==> config.mk <==
export PLATFORM = sky130hd
export DESIGN_NAME = cpc_current_power
export DESIGN_NICKNAME = d
export VERILOG_FILES = /design/src/verilog/cpc_pkg.sv /design/src/verilog/cpc_divider.sv /design/src/verilog/cpc_current_power.sv
export SDC_FILE = /design/constraint.sdc
export NUM_CORES = 2
export LEC_CHECK = 0
export ABC_AREA = 1
export BUFFER_PORTS_ARGS = -buffer_cell sky130_fd_sc_hd__buf_2
export CAP_MARGIN = 20
export CORE_MARGIN = 2
export CORE_UTILIZATION = 45
export DETAILED_ROUTE_END_ITERATION = 7
export PLACE_DENSITY = 0.62
export REMOVE_ABC_BUFFERS = 1
export SLEW_MARGIN = 20
export SYNTH_ARGS = -nofsm -noshare
export SYNTH_HDL_FRONTEND = slang
export SYNTH_HIERARCHICAL = 1
export SYNTH_SLANG_ARGS = --single-unit
==> constraint.sdc <==
create_clock -name core_clk -period 18.2 [get_ports core_clk]
set_clock_uncertainty 0.1 [all_clocks]
set_input_delay 1.82 -clock core_clk [delete_from_list [all_inputs] [get_ports core_clk]]
set_output_delay 1.82 -clock core_clk [all_outputs]
set_load 0.05 [all_outputs]
==> src/verilog/cpc_pkg.sv <==
package cpc_pkg;
    // Register pointers
    localparam logic [7:0] PTR_SETUP = 8'h00;
    localparam logic [7:0] PTR_SHUNT = 8'h01;
    localparam logic [7:0] PTR_BUS   = 8'h02;
    localparam logic [7:0] PTR_POWER = 8'h03;
    localparam logic [7:0] PTR_CURR  = 8'h04;
    localparam logic [7:0] PTR_SCALE = 8'h05;

    // Reset values
    localparam logic [15:0] SETUP_RESET = 16'h399f;
    localparam logic [15:0] SCALE_RESET = 16'h0000;
    localparam logic [15:0] ZERO16      = 16'h0000;

    // Field layout
    localparam int SETUP_RST_BIT = 15;
    localparam int BUS_SHIFT     = 3;
    localparam int BUS_BITS      = 13;

    // Arithmetic constants
    localparam logic [15:0] CURR_DIVISOR = 16'd4095;
    localparam logic [15:0] PWR_DIVISOR  = 16'd5000;
    localparam logic [15:0] CURR_MAG_MAX = 16'h7fff;
    localparam logic [15:0] PWR_MAX      = 16'hffff;

    // Write-to-apply bound
    localparam int APPLY_TIME_NS = 4000;
    localparam int CLK_PERIOD_NS = 100;
    localparam int APPLY_CYCLES  = APPLY_TIME_NS / CLK_PERIOD_NS;

    // Result sequencer states
    typedef enum logic [2:0] {
        ST_IDLE,
        ST_CURR_GO,
        ST_CURR_WAIT,
        ST_PWR_GO,
        ST_PWR_WAIT
    } cpc_state_t;
endpackage

==> src/verilog/cpc_divider.sv <==
`timescale 1ns/10ps
// Restoring unsigned divider, one quotient bit per clock, truncates toward zero
module cpc_divider #(
    parameter int DW = 32,
    parameter int VW = 16
) (
    input  wire logic          core_clk,  // System clock
    input  wire logic          rst,       // Synchronous reset
    input  wire logic          start,     // Begin a division
    input  wire logic [DW-1:0] dividend,  // Unsigned dividend
    input  wire logic [VW-1:0] divisor,   // Unsigned divisor, nonzero
    output logic               busy,      // Division in progress
    output logic               done,      // One-cycle completion pulse
    output logic      [DW-1:0] quotient   // Result, held until next start
);
    localparam int CW = $clog2(DW + 1);

    logic [VW:0]   rem;
    logic [DW-1:0] quo;
    logic [CW-1:0] cnt;
    logic [VW:0]   next_rem;
    logic [DW-1:0] next_quo;
    logic [CW-1:0] next_cnt;
    logic          next_busy;
    logic          next_done;
    logic [VW:0]   shifted;

    // Shift one dividend bit into the remainder and try the subtraction
    always_comb
    begin
        next_rem  = rem;
        next_quo  = quo;
        next_cnt  = cnt;
        next_busy = busy;
        next_done = 1'b0;
        shifted   = {rem[VW-1:0], quo[DW-1]};
        if (start && !busy)
        begin
            next_rem  = '0;
            next_quo  = dividend;
            next_cnt  = CW'(DW);
            next_busy = 1'b1;
        end
        else if (busy)
        begin
            // Remainder stays below divisor, so VW+1 bits never overflow
            if (shifted >= {1'b0, divisor})
            begin
                next_rem = shifted - {1'b0, divisor};
                next_quo = {quo[DW-2:0], 1'b1};
            end
            else
            begin
                next_rem = shifted;
                next_quo = {quo[DW-2:0], 1'b0};
            end
            next_cnt = cnt - CW'(1);
            if (cnt == CW'(1))
            begin
                next_busy = 1'b0;
                next_done = 1'b1;
            end
        end
    end

    // State registers
    always_ff @(posedge core_clk)
    begin
        if (rst)
        begin
            rem  <= '0;
            quo  <= '0;
            cnt  <= '0;
            busy <= 1'b0;
            done <= 1'b0;
        end
        else
        begin
            rem  <= next_rem;
            quo  <= next_quo;
            cnt  <= next_cnt;
            busy <= next_busy;
            done <= next_done;
        end
    end

    assign quotient = quo;
endmodule

==> src/verilog/cpc_current_power.sv <==
`timescale 1ns/10ps
module cpc_current_power (
    input  wire logic        core_clk,     // System clock, 10 MHz
    input  wire logic        rst,          // Synchronous reset, active high
    input  wire logic        ptrWr,        // Pulse: pointer byte arrives
    input  wire logic [7:0]  ptrByte,      // Register pointer
    input  wire logic        wrByteStb,    // Pulse: data byte written
    input  wire logic [7:0]  wrByte,       // Written data byte
    input  wire logic        rdByteStb,    // Pulse: host wants next byte
    output logic      [7:0]  rdByte,       // Read byte, registered
    output logic             rdByteValid,  // Pulse: rdByte is new
    input  wire logic        sampleStb,    // Pulse: new raw conversion pair
    input  wire logic [15:0] shuntSample,  // Raw shunt result, two's complement
    input  wire logic [12:0] busSample,    // Raw bus result, right-aligned
    output logic      [15:0] setupBits,    // Setup control toward front end
    output logic             calcBusy      // Result computation running
);
    logic [15:0] setupReg;
    logic [15:0] scaleReg;
    logic [15:0] shuntReg;
    logic [15:0] busReg;
    logic [15:0] currReg;
    logic [15:0] powerReg;
    logic [7:0]  ptr;
    logic        wrIdx;
    logic [7:0]  wrHigh;
    logic        rdIdx;
    logic [15:0] rdHold;
    logic        pending;
    cpc_pkg::cpc_state_t state;

    logic [15:0] next_setupReg;
    logic [15:0] next_scaleReg;
    logic [15:0] next_shuntReg;
    logic [15:0] next_busReg;
    logic [15:0] next_currReg;
    logic [15:0] next_powerReg;
    logic [7:0]  next_ptr;
    logic        next_wrIdx;
    logic [7:0]  next_wrHigh;
    logic        next_rdIdx;
    logic [15:0] next_rdHold;
    logic [7:0]  next_rdByte;
    logic        next_rdByteValid;
    logic        next_pending;
    cpc_pkg::cpc_state_t next_state;

    logic        divStart;
    logic [31:0] divDividend;
    logic [15:0] divDivisor;
    logic        divBusy;
    logic        divDone;
    logic [31:0] divQuot;
    logic [15:0] shuntMag;
    logic [15:0] currMag;
    logic [15:0] currClamp;
    logic [15:0] busRight;
    logic        shuntNeg;
    logic        scaleZero;

    // Only setup and scale factor accept host writes
    function automatic logic ptrWritable(input logic [7:0] p);
        ptrWritable = (p == cpc_pkg::PTR_SETUP) || (p == cpc_pkg::PTR_SCALE);
    endfunction

    // Register read decode; unmapped pointers read zero
    function automatic logic [15:0] regRead(
        input logic [7:0]  p,
        input logic [15:0] setupV,
        input logic [15:0] shuntV,
        input logic [15:0] busV,
        input logic [15:0] powerV,
        input logic [15:0] currV,
        input logic [15:0] scaleV
    );
        case (p)
            cpc_pkg::PTR_SETUP: regRead = setupV;
            cpc_pkg::PTR_SHUNT: regRead = shuntV;
            cpc_pkg::PTR_BUS:   regRead = busV;
            cpc_pkg::PTR_POWER: regRead = powerV;
            cpc_pkg::PTR_CURR:  regRead = currV;
            cpc_pkg::PTR_SCALE: regRead = scaleV;
            default:            regRead = cpc_pkg::ZERO16;
        endcase
    endfunction

    // Operand preparation for the shared divider
    always_comb
    begin
        shuntNeg  = shuntReg[15];
        shuntMag  = shuntNeg ? (~shuntReg + 16'h0001) : shuntReg;
        currMag   = currReg[15] ? (~currReg + 16'h0001) : currReg;
        busRight  = busReg >> cpc_pkg::BUS_SHIFT;
        scaleZero = (scaleReg == cpc_pkg::ZERO16);
        currClamp = (divQuot > {16'h0000, cpc_pkg::CURR_MAG_MAX})
                    ? cpc_pkg::CURR_MAG_MAX : divQuot[15:0];
    end

    // Divider inputs follow the sequencer phase
    always_comb
    begin
        divStart    = (state == cpc_pkg::ST_CURR_GO) || (state == cpc_pkg::ST_PWR_GO);
        divDividend = 32'h00000000;
        divDivisor  = cpc_pkg::CURR_DIVISOR;
        if (state == cpc_pkg::ST_CURR_GO || state == cpc_pkg::ST_CURR_WAIT)
        begin
            divDividend = 32'(shuntMag) * 32'(scaleReg);
            divDivisor  = cpc_pkg::CURR_DIVISOR;
        end
        else if (state == cpc_pkg::ST_PWR_GO || state == cpc_pkg::ST_PWR_WAIT)
        begin
            // Power scale is 20 current LSBs because 4 mV times 5000 is 20 V
            divDividend = 32'(currMag) * 32'(busRight);
            divDivisor  = cpc_pkg::PWR_DIVISOR;
        end
    end

    cpc_divider #(
        .DW (32),
        .VW (16)
    ) u_div (
        .core_clk (core_clk),
        .rst      (rst),
        .start    (divStart),
        .dividend (divDividend),
        .divisor  (divDivisor),
        .busy     (divBusy),
        .done     (divDone),
        .quotient (divQuot)
    );

    // Host byte port, register file and result sequencer
    always_comb
    begin
        next_setupReg    = setupReg;
        next_scaleReg    = scaleReg;
        next_shuntReg    = shuntReg;
        next_busReg      = busReg;
        next_currReg     = currReg;
        next_powerReg    = powerReg;
        next_ptr         = ptr;
        next_wrIdx       = wrIdx;
        next_wrHigh      = wrHigh;
        next_rdIdx       = rdIdx;
        next_rdHold      = rdHold;
        next_rdByte      = rdByte;
        next_rdByteValid = 1'b0;
        next_pending     = pending;
        next_state       = state;

        // New conversion pair: store raw values, bus result left-aligned
        if (sampleStb)
        begin
            next_shuntReg = shuntSample;
            next_busReg   = {busSample, {cpc_pkg::BUS_SHIFT{1'b0}}};
            next_pending  = 1'b1;
        end

        // Result sequencer; a trigger during a run is kept for the next run
        case (state)
            cpc_pkg::ST_IDLE:
            begin
                if (pending)
                begin
                    next_pending = sampleStb;
                    next_state   = cpc_pkg::ST_CURR_GO;
                end
            end
            cpc_pkg::ST_CURR_GO:
                next_state = cpc_pkg::ST_CURR_WAIT;
            cpc_pkg::ST_CURR_WAIT:
            begin
                if (divDone)
                begin
                    if (scaleZero)
                    begin
                        next_currReg = cpc_pkg::ZERO16;
                    end
                    else if (shuntNeg)
                    begin
                        next_currReg = ~currClamp + 16'h0001;
                    end
                    else
                    begin
                        next_currReg = currClamp;
                    end
                    next_state = cpc_pkg::ST_PWR_GO;
                end
            end
            cpc_pkg::ST_PWR_GO:
                next_state = cpc_pkg::ST_PWR_WAIT;
            cpc_pkg::ST_PWR_WAIT:
            begin
                if (divDone)
                begin
                    if (scaleZero)
                    begin
                        next_powerReg = cpc_pkg::ZERO16;
                    end
                    else if (divQuot > {16'h0000, cpc_pkg::PWR_MAX})
                    begin
                        next_powerReg = cpc_pkg::PWR_MAX;
                    end
                    else
                    begin
                        next_powerReg = divQuot[15:0];
                    end
                    next_state = cpc_pkg::ST_IDLE;
                end
            end
            default:
                next_state = cpc_pkg::ST_IDLE;
        endcase

        // Pointer byte restarts both byte sequences
        if (ptrWr)
        begin
            next_ptr   = ptrByte;
            next_wrIdx = 1'b0;
            next_rdIdx = 1'b0;
        end
        else if (wrByteStb)
        begin
            if (!wrIdx)
            begin
                next_wrHigh = wrByte;
                next_wrIdx  = 1'b1;
            end
            else
            begin
                next_wrIdx = 1'b0;
                // Applied at the next edge, well inside the settle bound
                if (ptr == cpc_pkg::PTR_SCALE)
                begin
                    next_scaleReg = {wrHigh, wrByte};
                    next_pending  = 1'b1;
                    if ({wrHigh, wrByte} == cpc_pkg::ZERO16)
                    begin
                        next_currReg  = cpc_pkg::ZERO16;
                        next_powerReg = cpc_pkg::ZERO16;
                    end
                end
                else if (ptrWritable(ptr))
                begin
                    // Reset bit acts like power-on and never stays set
                    if (wrHigh[cpc_pkg::SETUP_RST_BIT - 8])
                    begin
                        next_setupReg = cpc_pkg::SETUP_RESET;
                        next_scaleReg = cpc_pkg::SCALE_RESET;
                        next_shuntReg = cpc_pkg::ZERO16;
                        next_busReg   = cpc_pkg::ZERO16;
                        next_currReg  = cpc_pkg::ZERO16;
                        next_powerReg = cpc_pkg::ZERO16;
                        next_pending  = 1'b0;
                        next_state    = cpc_pkg::ST_IDLE;
                    end
                    else
                    begin
                        next_setupReg = {wrHigh, wrByte};
                    end
                end
            end
        end
        else if (rdByteStb)
        begin
            // High byte snapshots the word so the pair stays coherent
            next_rdByteValid = 1'b1;
            if (!rdIdx)
            begin
                next_rdHold = regRead(ptr, setupReg, shuntReg, busReg,
                                      powerReg, currReg, scaleReg);
                next_rdByte = next_rdHold[15:8];
                next_rdIdx  = 1'b1;
            end
            else
            begin
                next_rdByte = rdHold[7:0];
                next_rdIdx  = 1'b0;
            end
        end
    end

    // State registers
    always_ff @(posedge core_clk)
    begin
        if (rst)
        begin
            setupReg    <= cpc_pkg::SETUP_RESET;
            scaleReg    <= cpc_pkg::SCALE_RESET;
            shuntReg    <= cpc_pkg::ZERO16;
            busReg      <= cpc_pkg::ZERO16;
            currReg     <= cpc_pkg::ZERO16;
            powerReg    <= cpc_pkg::ZERO16;
            ptr         <= cpc_pkg::PTR_SETUP;
            wrIdx       <= 1'b0;
            wrHigh      <= 8'h00;
            rdIdx       <= 1'b0;
            rdHold      <= cpc_pkg::ZERO16;
            rdByte      <= 8'h00;
            rdByteValid <= 1'b0;
            pending     <= 1'b0;
            state       <= cpc_pkg::ST_IDLE;
        end
        else
        begin
            setupReg    <= next_setupReg;
            scaleReg    <= next_scaleReg;
            shuntReg    <= next_shuntReg;
            busReg      <= next_busReg;
            currReg     <= next_currReg;
            powerReg    <= next_powerReg;
            ptr         <= next_ptr;
            wrIdx       <= next_wrIdx;
            wrHigh      <= next_wrHigh;
            rdIdx       <= next_rdIdx;
            rdHold      <= next_rdHold;
            rdByte      <= next_rdByte;
            rdByteValid <= next_rdByteValid;
            pending     <= next_pending;
            state       <= next_state;
        end
    end

    assign setupBits = setupReg;
    assign calcBusy  = (state != cpc_pkg::ST_IDLE) || divBusy;
endmodule

### Word level (Yosys, flattened, before mapping)

Cells that the tools add are included.
W data, S select, Z words.

* add/subtract/negate cells: 5
* $mul: 2
* $lt $le $gt $ge: 3
* equality and inequality tests: 10
* multiplexer cells: 81
* bitwise logic cells: 9
* reductions and logical operators: 25

Operators with widths (number)
* $mux W16: 43
* $mux W32: 3
* $pmux W16 S6: 1
* $add A16 B1 Y16 const B: 3
* $not A16 Y16: 3
* $gt A32 B15 Y1 const B: 1
* $gt A32 B16 Y1 const B: 1
* $logic_not A16 Y1: 2
* $mul A16 B16 Y32: 1
* $mul A16 B13 Y29: 1
* $mux W29: 1
* $mux W3: 9
* $mux W13: 2
* $ge A17 B13 Y1: 1
* $mux W1: 17
* $eq A8 B2 Y1 const B: 2
* $eq A8 B3 Y1 const B: 2
* $sub A16 B13 Y16: 1
* $mux W15: 1
* $pmux W3 S5: 1
* $mux W6: 2
* $reduce_and A5 Y1: 2
* $eq A8 B1 Y1 const B: 1
* $logic_not A8 Y1: 1
* 18 further kinds: 33

* register bits after elaboration: 191
* input port bits: 51

### Logic depth before layout (Yosys ltp)

* depth after elaboration: 14
* mapped depth: 41

### By module

The synthesis kept the hierarchy.

Modules (own cells, without submodules)
* cpc_current_power: instances 1, cells each 3037, area each 22380.2 um2
* cpc_divider: instances 1, cells each 604, area each 3873.7 um2

### Worst setup path before layout

Ideal clock, no wire load.

* path type: reg2reg
* from: register shuntReg[0]
* to: register u_div.quo[31], in the netlist u_div/quotient[31]
* arrival time: 6.354 ns
* required time: 17.991 ns
* slack: 11.638 ns
* cell stages (with the launch flop): 39
* path buffers: 2
* period minus slack after synthesis: 6.562 ns
* cells stage by stage: dfxtp_1 > buf_6 > inv_1 > ha_1 > inv_1 > nor2_2 > nand3_1 > inv_2 > a41oi_1 > or2_2 > nand2_1 > inv_1 > buf_2 > nand2_1 > fa_1 > fa_1 > fa_1 > inv_1 > [... 3 more ...] > fa_1 > inv_1 > ha_1 > nand2_1 > nor2_1 > inv_1 > o21ai_0 > nand2_1 > nand3_1 > nand3_1 > nand2_1 > nand2_1 > a21oi_1 > nor2_1 > nand2_1 > o221ai_1 > nand2_1 > inv_1

* longest elaborated chain between the ends: 6

RTL lines
* start, declared: RTL line cpc_current_power.sv:20 `logic [15:0] shuntReg;`
* start signal, assigned: RTL line cpc_current_power.sv:290 `shuntReg <= cpc_pkg::ZERO16;`
* start signal, assigned: RTL line cpc_current_power.sv:308 `shuntReg <= next_shuntReg;`
* $not A16 Y16: RTL line cpc_current_power.sv:91 `shuntMag = shuntNeg ? (~shuntReg + 16'h0001) : shuntReg;`
* $add A16 B1 Y16: RTL line cpc_current_power.sv:91
* $mux W16 *: RTL line cpc_current_power.sv:91
* $mul A16 B16 Y32 *: RTL line cpc_current_power.sv:107 `divDividend = 32'(shuntMag) * 32'(scaleReg);`
* $mux W32 *: RTL line cpc_current_power.sv:105 `if (state == cpc_pkg::ST_CURR_GO || state == cpc_pkg::ST_CURR_WAIT)`
* named net divDividend[31]: RTL line cpc_current_power.sv:49 `logic [31:0] divDividend;`
* $mux W32 *: RTL line cpc_divider.sv:37 `if (start && !busy)`
* end signal, assigned: RTL line cpc_divider.sv:80 `quo <= next_quo;`
* end, declared: RTL line cpc_divider.sv:19 `logic [DW-1:0] quo;`

Mark *: on every way through the listed nets, which the timed path passes. The rest lies on a longest branch.
A chain may end at the register's enable or synchronous reset.

### Final worst setup path

* from: register shuntReg[0]
* to: register u_div.quo[15], in the netlist u_div/quotient[15]

The elaborated chain is that of the path after synthesis.

==> flow_metrics.py <==
metrics = {
    "status": {
        "status": "complete, no violations",
    },
    "clock_network": {
        "postCtsResizedCells": 0,
        "cts.sinks": 190,
        "clockBufferDepth": 2,
        "cts-root-buf": "clkbuf_16",
        "cts_tree": "yes",
        "htree_levels": 4,
        "worst_skew_pair.late_latency_ns": 0.50,
        "cts_inserted_buffers": 17,
        "ctsHoldBuffers": 0,
        "postCtsSetupBuffers": 0,
        "clk_pin_slew_worst_paths_ns": 0.09,
    },
    "synthesis": {
        "muxShareOfSynthArea_pct": 0,
        "synth_top_area_cell": "fa_1",
        "syn_avg_cell_area_um2": 7.21,
        "synth_cell_type_count": 65,
        "synth.area.top_cells": "fa_1, dfxtp_1, nand2_1",
        "synth_top_area_share_pct": 26.6,
        "synth_enable_flop_cells": 0,
        "ys_warn_count": 6,
        "synth_top_family_by_area": "adder cells",
        "synth-simple-area-share_pct": 24.7,
        "postSynth.asyncResetShare_pct": 0,
        "ys_seq_elements": 190,
        "synthXorXnorAreaFrac_pct": 1.22,
        "synth_area_mm2": 0.0263,
        "yosysMostFrequentCell": "nand2_1",
        "seq_area_frac_synth_pct": 14.5,
        "synthTopCellsByCount": "nand2_1, inv_1, nor2_1",
        "synthFlopType": "dfxtp_1",
        "synth_compound_area_share_pct": 10.4,
        "synthAdderAreaFrac_pct": 36.1,
        "synth_cells": 3641,
    },
    "run": {
        "maxCapViolations": 0,
    },
    "sta": {
        "tightest_slew_ns": 1.09,
        "min_period_ns": 8.53,
        "tns_ns": 0,
        "fin_crit_sh_pct": 46.8,
        "clock.fmax_mhz": 117,
        "setup_violations": 0,
        "final_hold_viol_count": 0,
        "max_slew_margin_pct": 27.2,
        "rsz0062_at_grt": "no",
        "drv_slew": 0,
    },
    "cells_and_area": {
        "area_growth_pct": 5.93,
        "regArea_mm2": 0.00380,
        "fin_nets": 4239,
        "fill_cells": 5990,
        "multi_input_area_mm2": 0.0191,
        "design_area_mm2": 0.0278,
        "drive_above_1_share_pct": 6.79,
        "diodes": 0,
    },
    "worst_setup_path": {
        "crit_path_top_delay_cell": "dfxtp_1",
        "path_class": "reg2reg",
        "path_max_fanout": 19,
        "cp-end-kind": "flop",
        "max_stage_delay_ns": 0.99,
        "cp_common_cell": "inv_1",
        "arrival_ns": 8.82,
        "crit_buf_inv": 9,
        "crit_family": "adder cells",
        "required_ns": 18.49,
        "worstSetupStartpointType": "flop",
    },
    "placed_design": {
        "place_hpwl_um": 64300,
        "port_buffers": 75,
        "gp_congestion": 0.958,
        "placed_area_mm2": 0.0272,
    },
    "routing": {
        "vias_per_cell": 5.31,
        "via_count": 23500,
        "wl_um": 79900,
        "wire_per_inst_um": 18.1,
        "dr.first_iter.drc_count": 1668,
        "final_antenna_net_count": 0,
        "drtPass1Iterations": 5,
        "drc": 0,
    },
    "power_and_ir_drop": {
        "internal_power_uw": 649,
        "p_leak_nw": 14.3,
        "combPwrFrac_pct": 12.5,
        "pwr-share-seq_pct": 45.2,
        "powerDensity_mw_per_mm2": 35.3,
        "p_switching_uw": 334,
        "pwr-share-clk_pct": 42.3,
        "peakVddDrop_mv": 0.0665,
        "sw_frac_of_total_pct": 34.0,
    },
    "hold_path": {
        "hp-class": "reg2reg",
    },
    "grt": {
        "grt_pass1_vias": 23000,
        "grt_start_max_net_pins": 41,
        "grt_pass1_wl_um": 128000,
        "track_usage_pct": 27.1,
        "antenna_found_initial": 0,
        "grt-ovfl-total": 0,
    },
    "floorplanning": {
        "top_level_ports": 77,
        "initial_utilization_pct": 45.5,
        "rows": 88,
        "fp.dieH_um": 246,
        "die_w_um": 246,
        "core_area_mm2": 0.0577,
        "die_area_mm2": 0.0603,
    },
}
-- kinds of logic (layout without fill, tap and decap cells) --
group	Yosys count	after routing
AND/OR/NAND/NOR	1533	1533
buffers and inverters	875	881
adder cells (fa/ha/maj)	548	548
AO/OA/AOI/OAI	458	458
flip-flops	190	190
XOR/XNOR	35	35
other	2	8
-- metal layers --
layer	share of wire [%]	GRT usage [%]	up-vias
li1	-	-	11200
met1	43	36.9	11400
met2	47	45.0	828
met3	6.5	2.82	137
met4	3.3	9.54	0
met5	0	0	-
-- per-stage QoR --
step	setup WS, ns	std cells	hold WS (ns)	util (%)	power (mW)
4_1_cts	9.77	4418	0.349	48.2	0.993
3_5_place_dp	9.82	4386	0.334	47.1	0.573
2_1_floorplan	11.42	3529	0.316	-	0.516
3_3_place_gp	9.80	4386	0.333	47.1	0.573
6_report	9.67	4418	0.348	48.2	0.983
5_1_grt	9.09	4418	0.374	48.2	1.02
-- worst min-delay path: stages (launching register included) --
cell and delay, ns:
dfxtp_1 0.31, inv_1 0.06, nor3_1 0.05
-- worst paths after layout --
| path | slack (ns) | to | from | cells past startpoint |
|---|---|---|---|---|
| setup / recovery | 9.67 | u_div/quotient[15] | shuntReg[0] | 31 |
| hold / removal | 0.35 | busReg[1] | busReg[1] | 2 |
| setup reg to reg | 9.67 | u_div/quotient[15] | shuntReg[0] | 31 |
| hold reg to reg | 0.35 | busReg[1] | busReg[1] | 2 |
-- registers in the layout, summed over array words and instances (netlist names) --
signal          cells
wrHigh              8
ptr                 8
u_div/busy          1
pending             1
currReg            16
busReg             16
rdByteValid         1
u_div/rem          16
shuntReg           16
powerReg           16
rdIdx               1
u_div/done          1
scaleReg           16
u_div/cnt           6
wrIdx               1
rdHold              8
rdByte              8
state               3
u_div/quotient     32
setupBits          15
-- layout make-up --
cell class | count | area share, %
Multi-Input combinational cell | 2582 | 68.5
Sequential cell | 190 | 13.7
Inverter | 757 | 10.2
Tap cell | 765 | 3.44
Timing Repair Buffer | 92 | 1.81
Clock buffer | 17 | 1.53
Clock inverter | 15 | 0.814
-- power groups by stage --
stage	Clock (mW)	Sequential [mW]	Combinational, mW
3_5_place_dp	0	0.453	0.120
3_3_place_gp	0	0.453	0.120
4_1_cts	0.429	0.443	0.121
6_report	0.416	0.444	0.123
5_1_grt	0.443	0.445	0.131
2_1_floorplan	0	0.448	0.0677
-- layout by cell type, fill, tap and decap left out, drive strengths merged, types with 6 or more instances in the layout --
master,count
a22oi,20
buf,92
o211ai,23
ha,199
dfxtp,190
a31oi,6
o21ai,121
a21o,10
or2,29
fa,349
nand2,883
clkbuf,17
nand3,114
o21bai,16
nand3b,17
o2111ai,14
nor4,8
nor2,417
a211oi,27
clkinv,14
conb,8
a21oi,191
xnor2,14
nand4,29
xor2,21
inv,758
nor3,31
No activity file was read; power rests on OpenSTA's default activity.
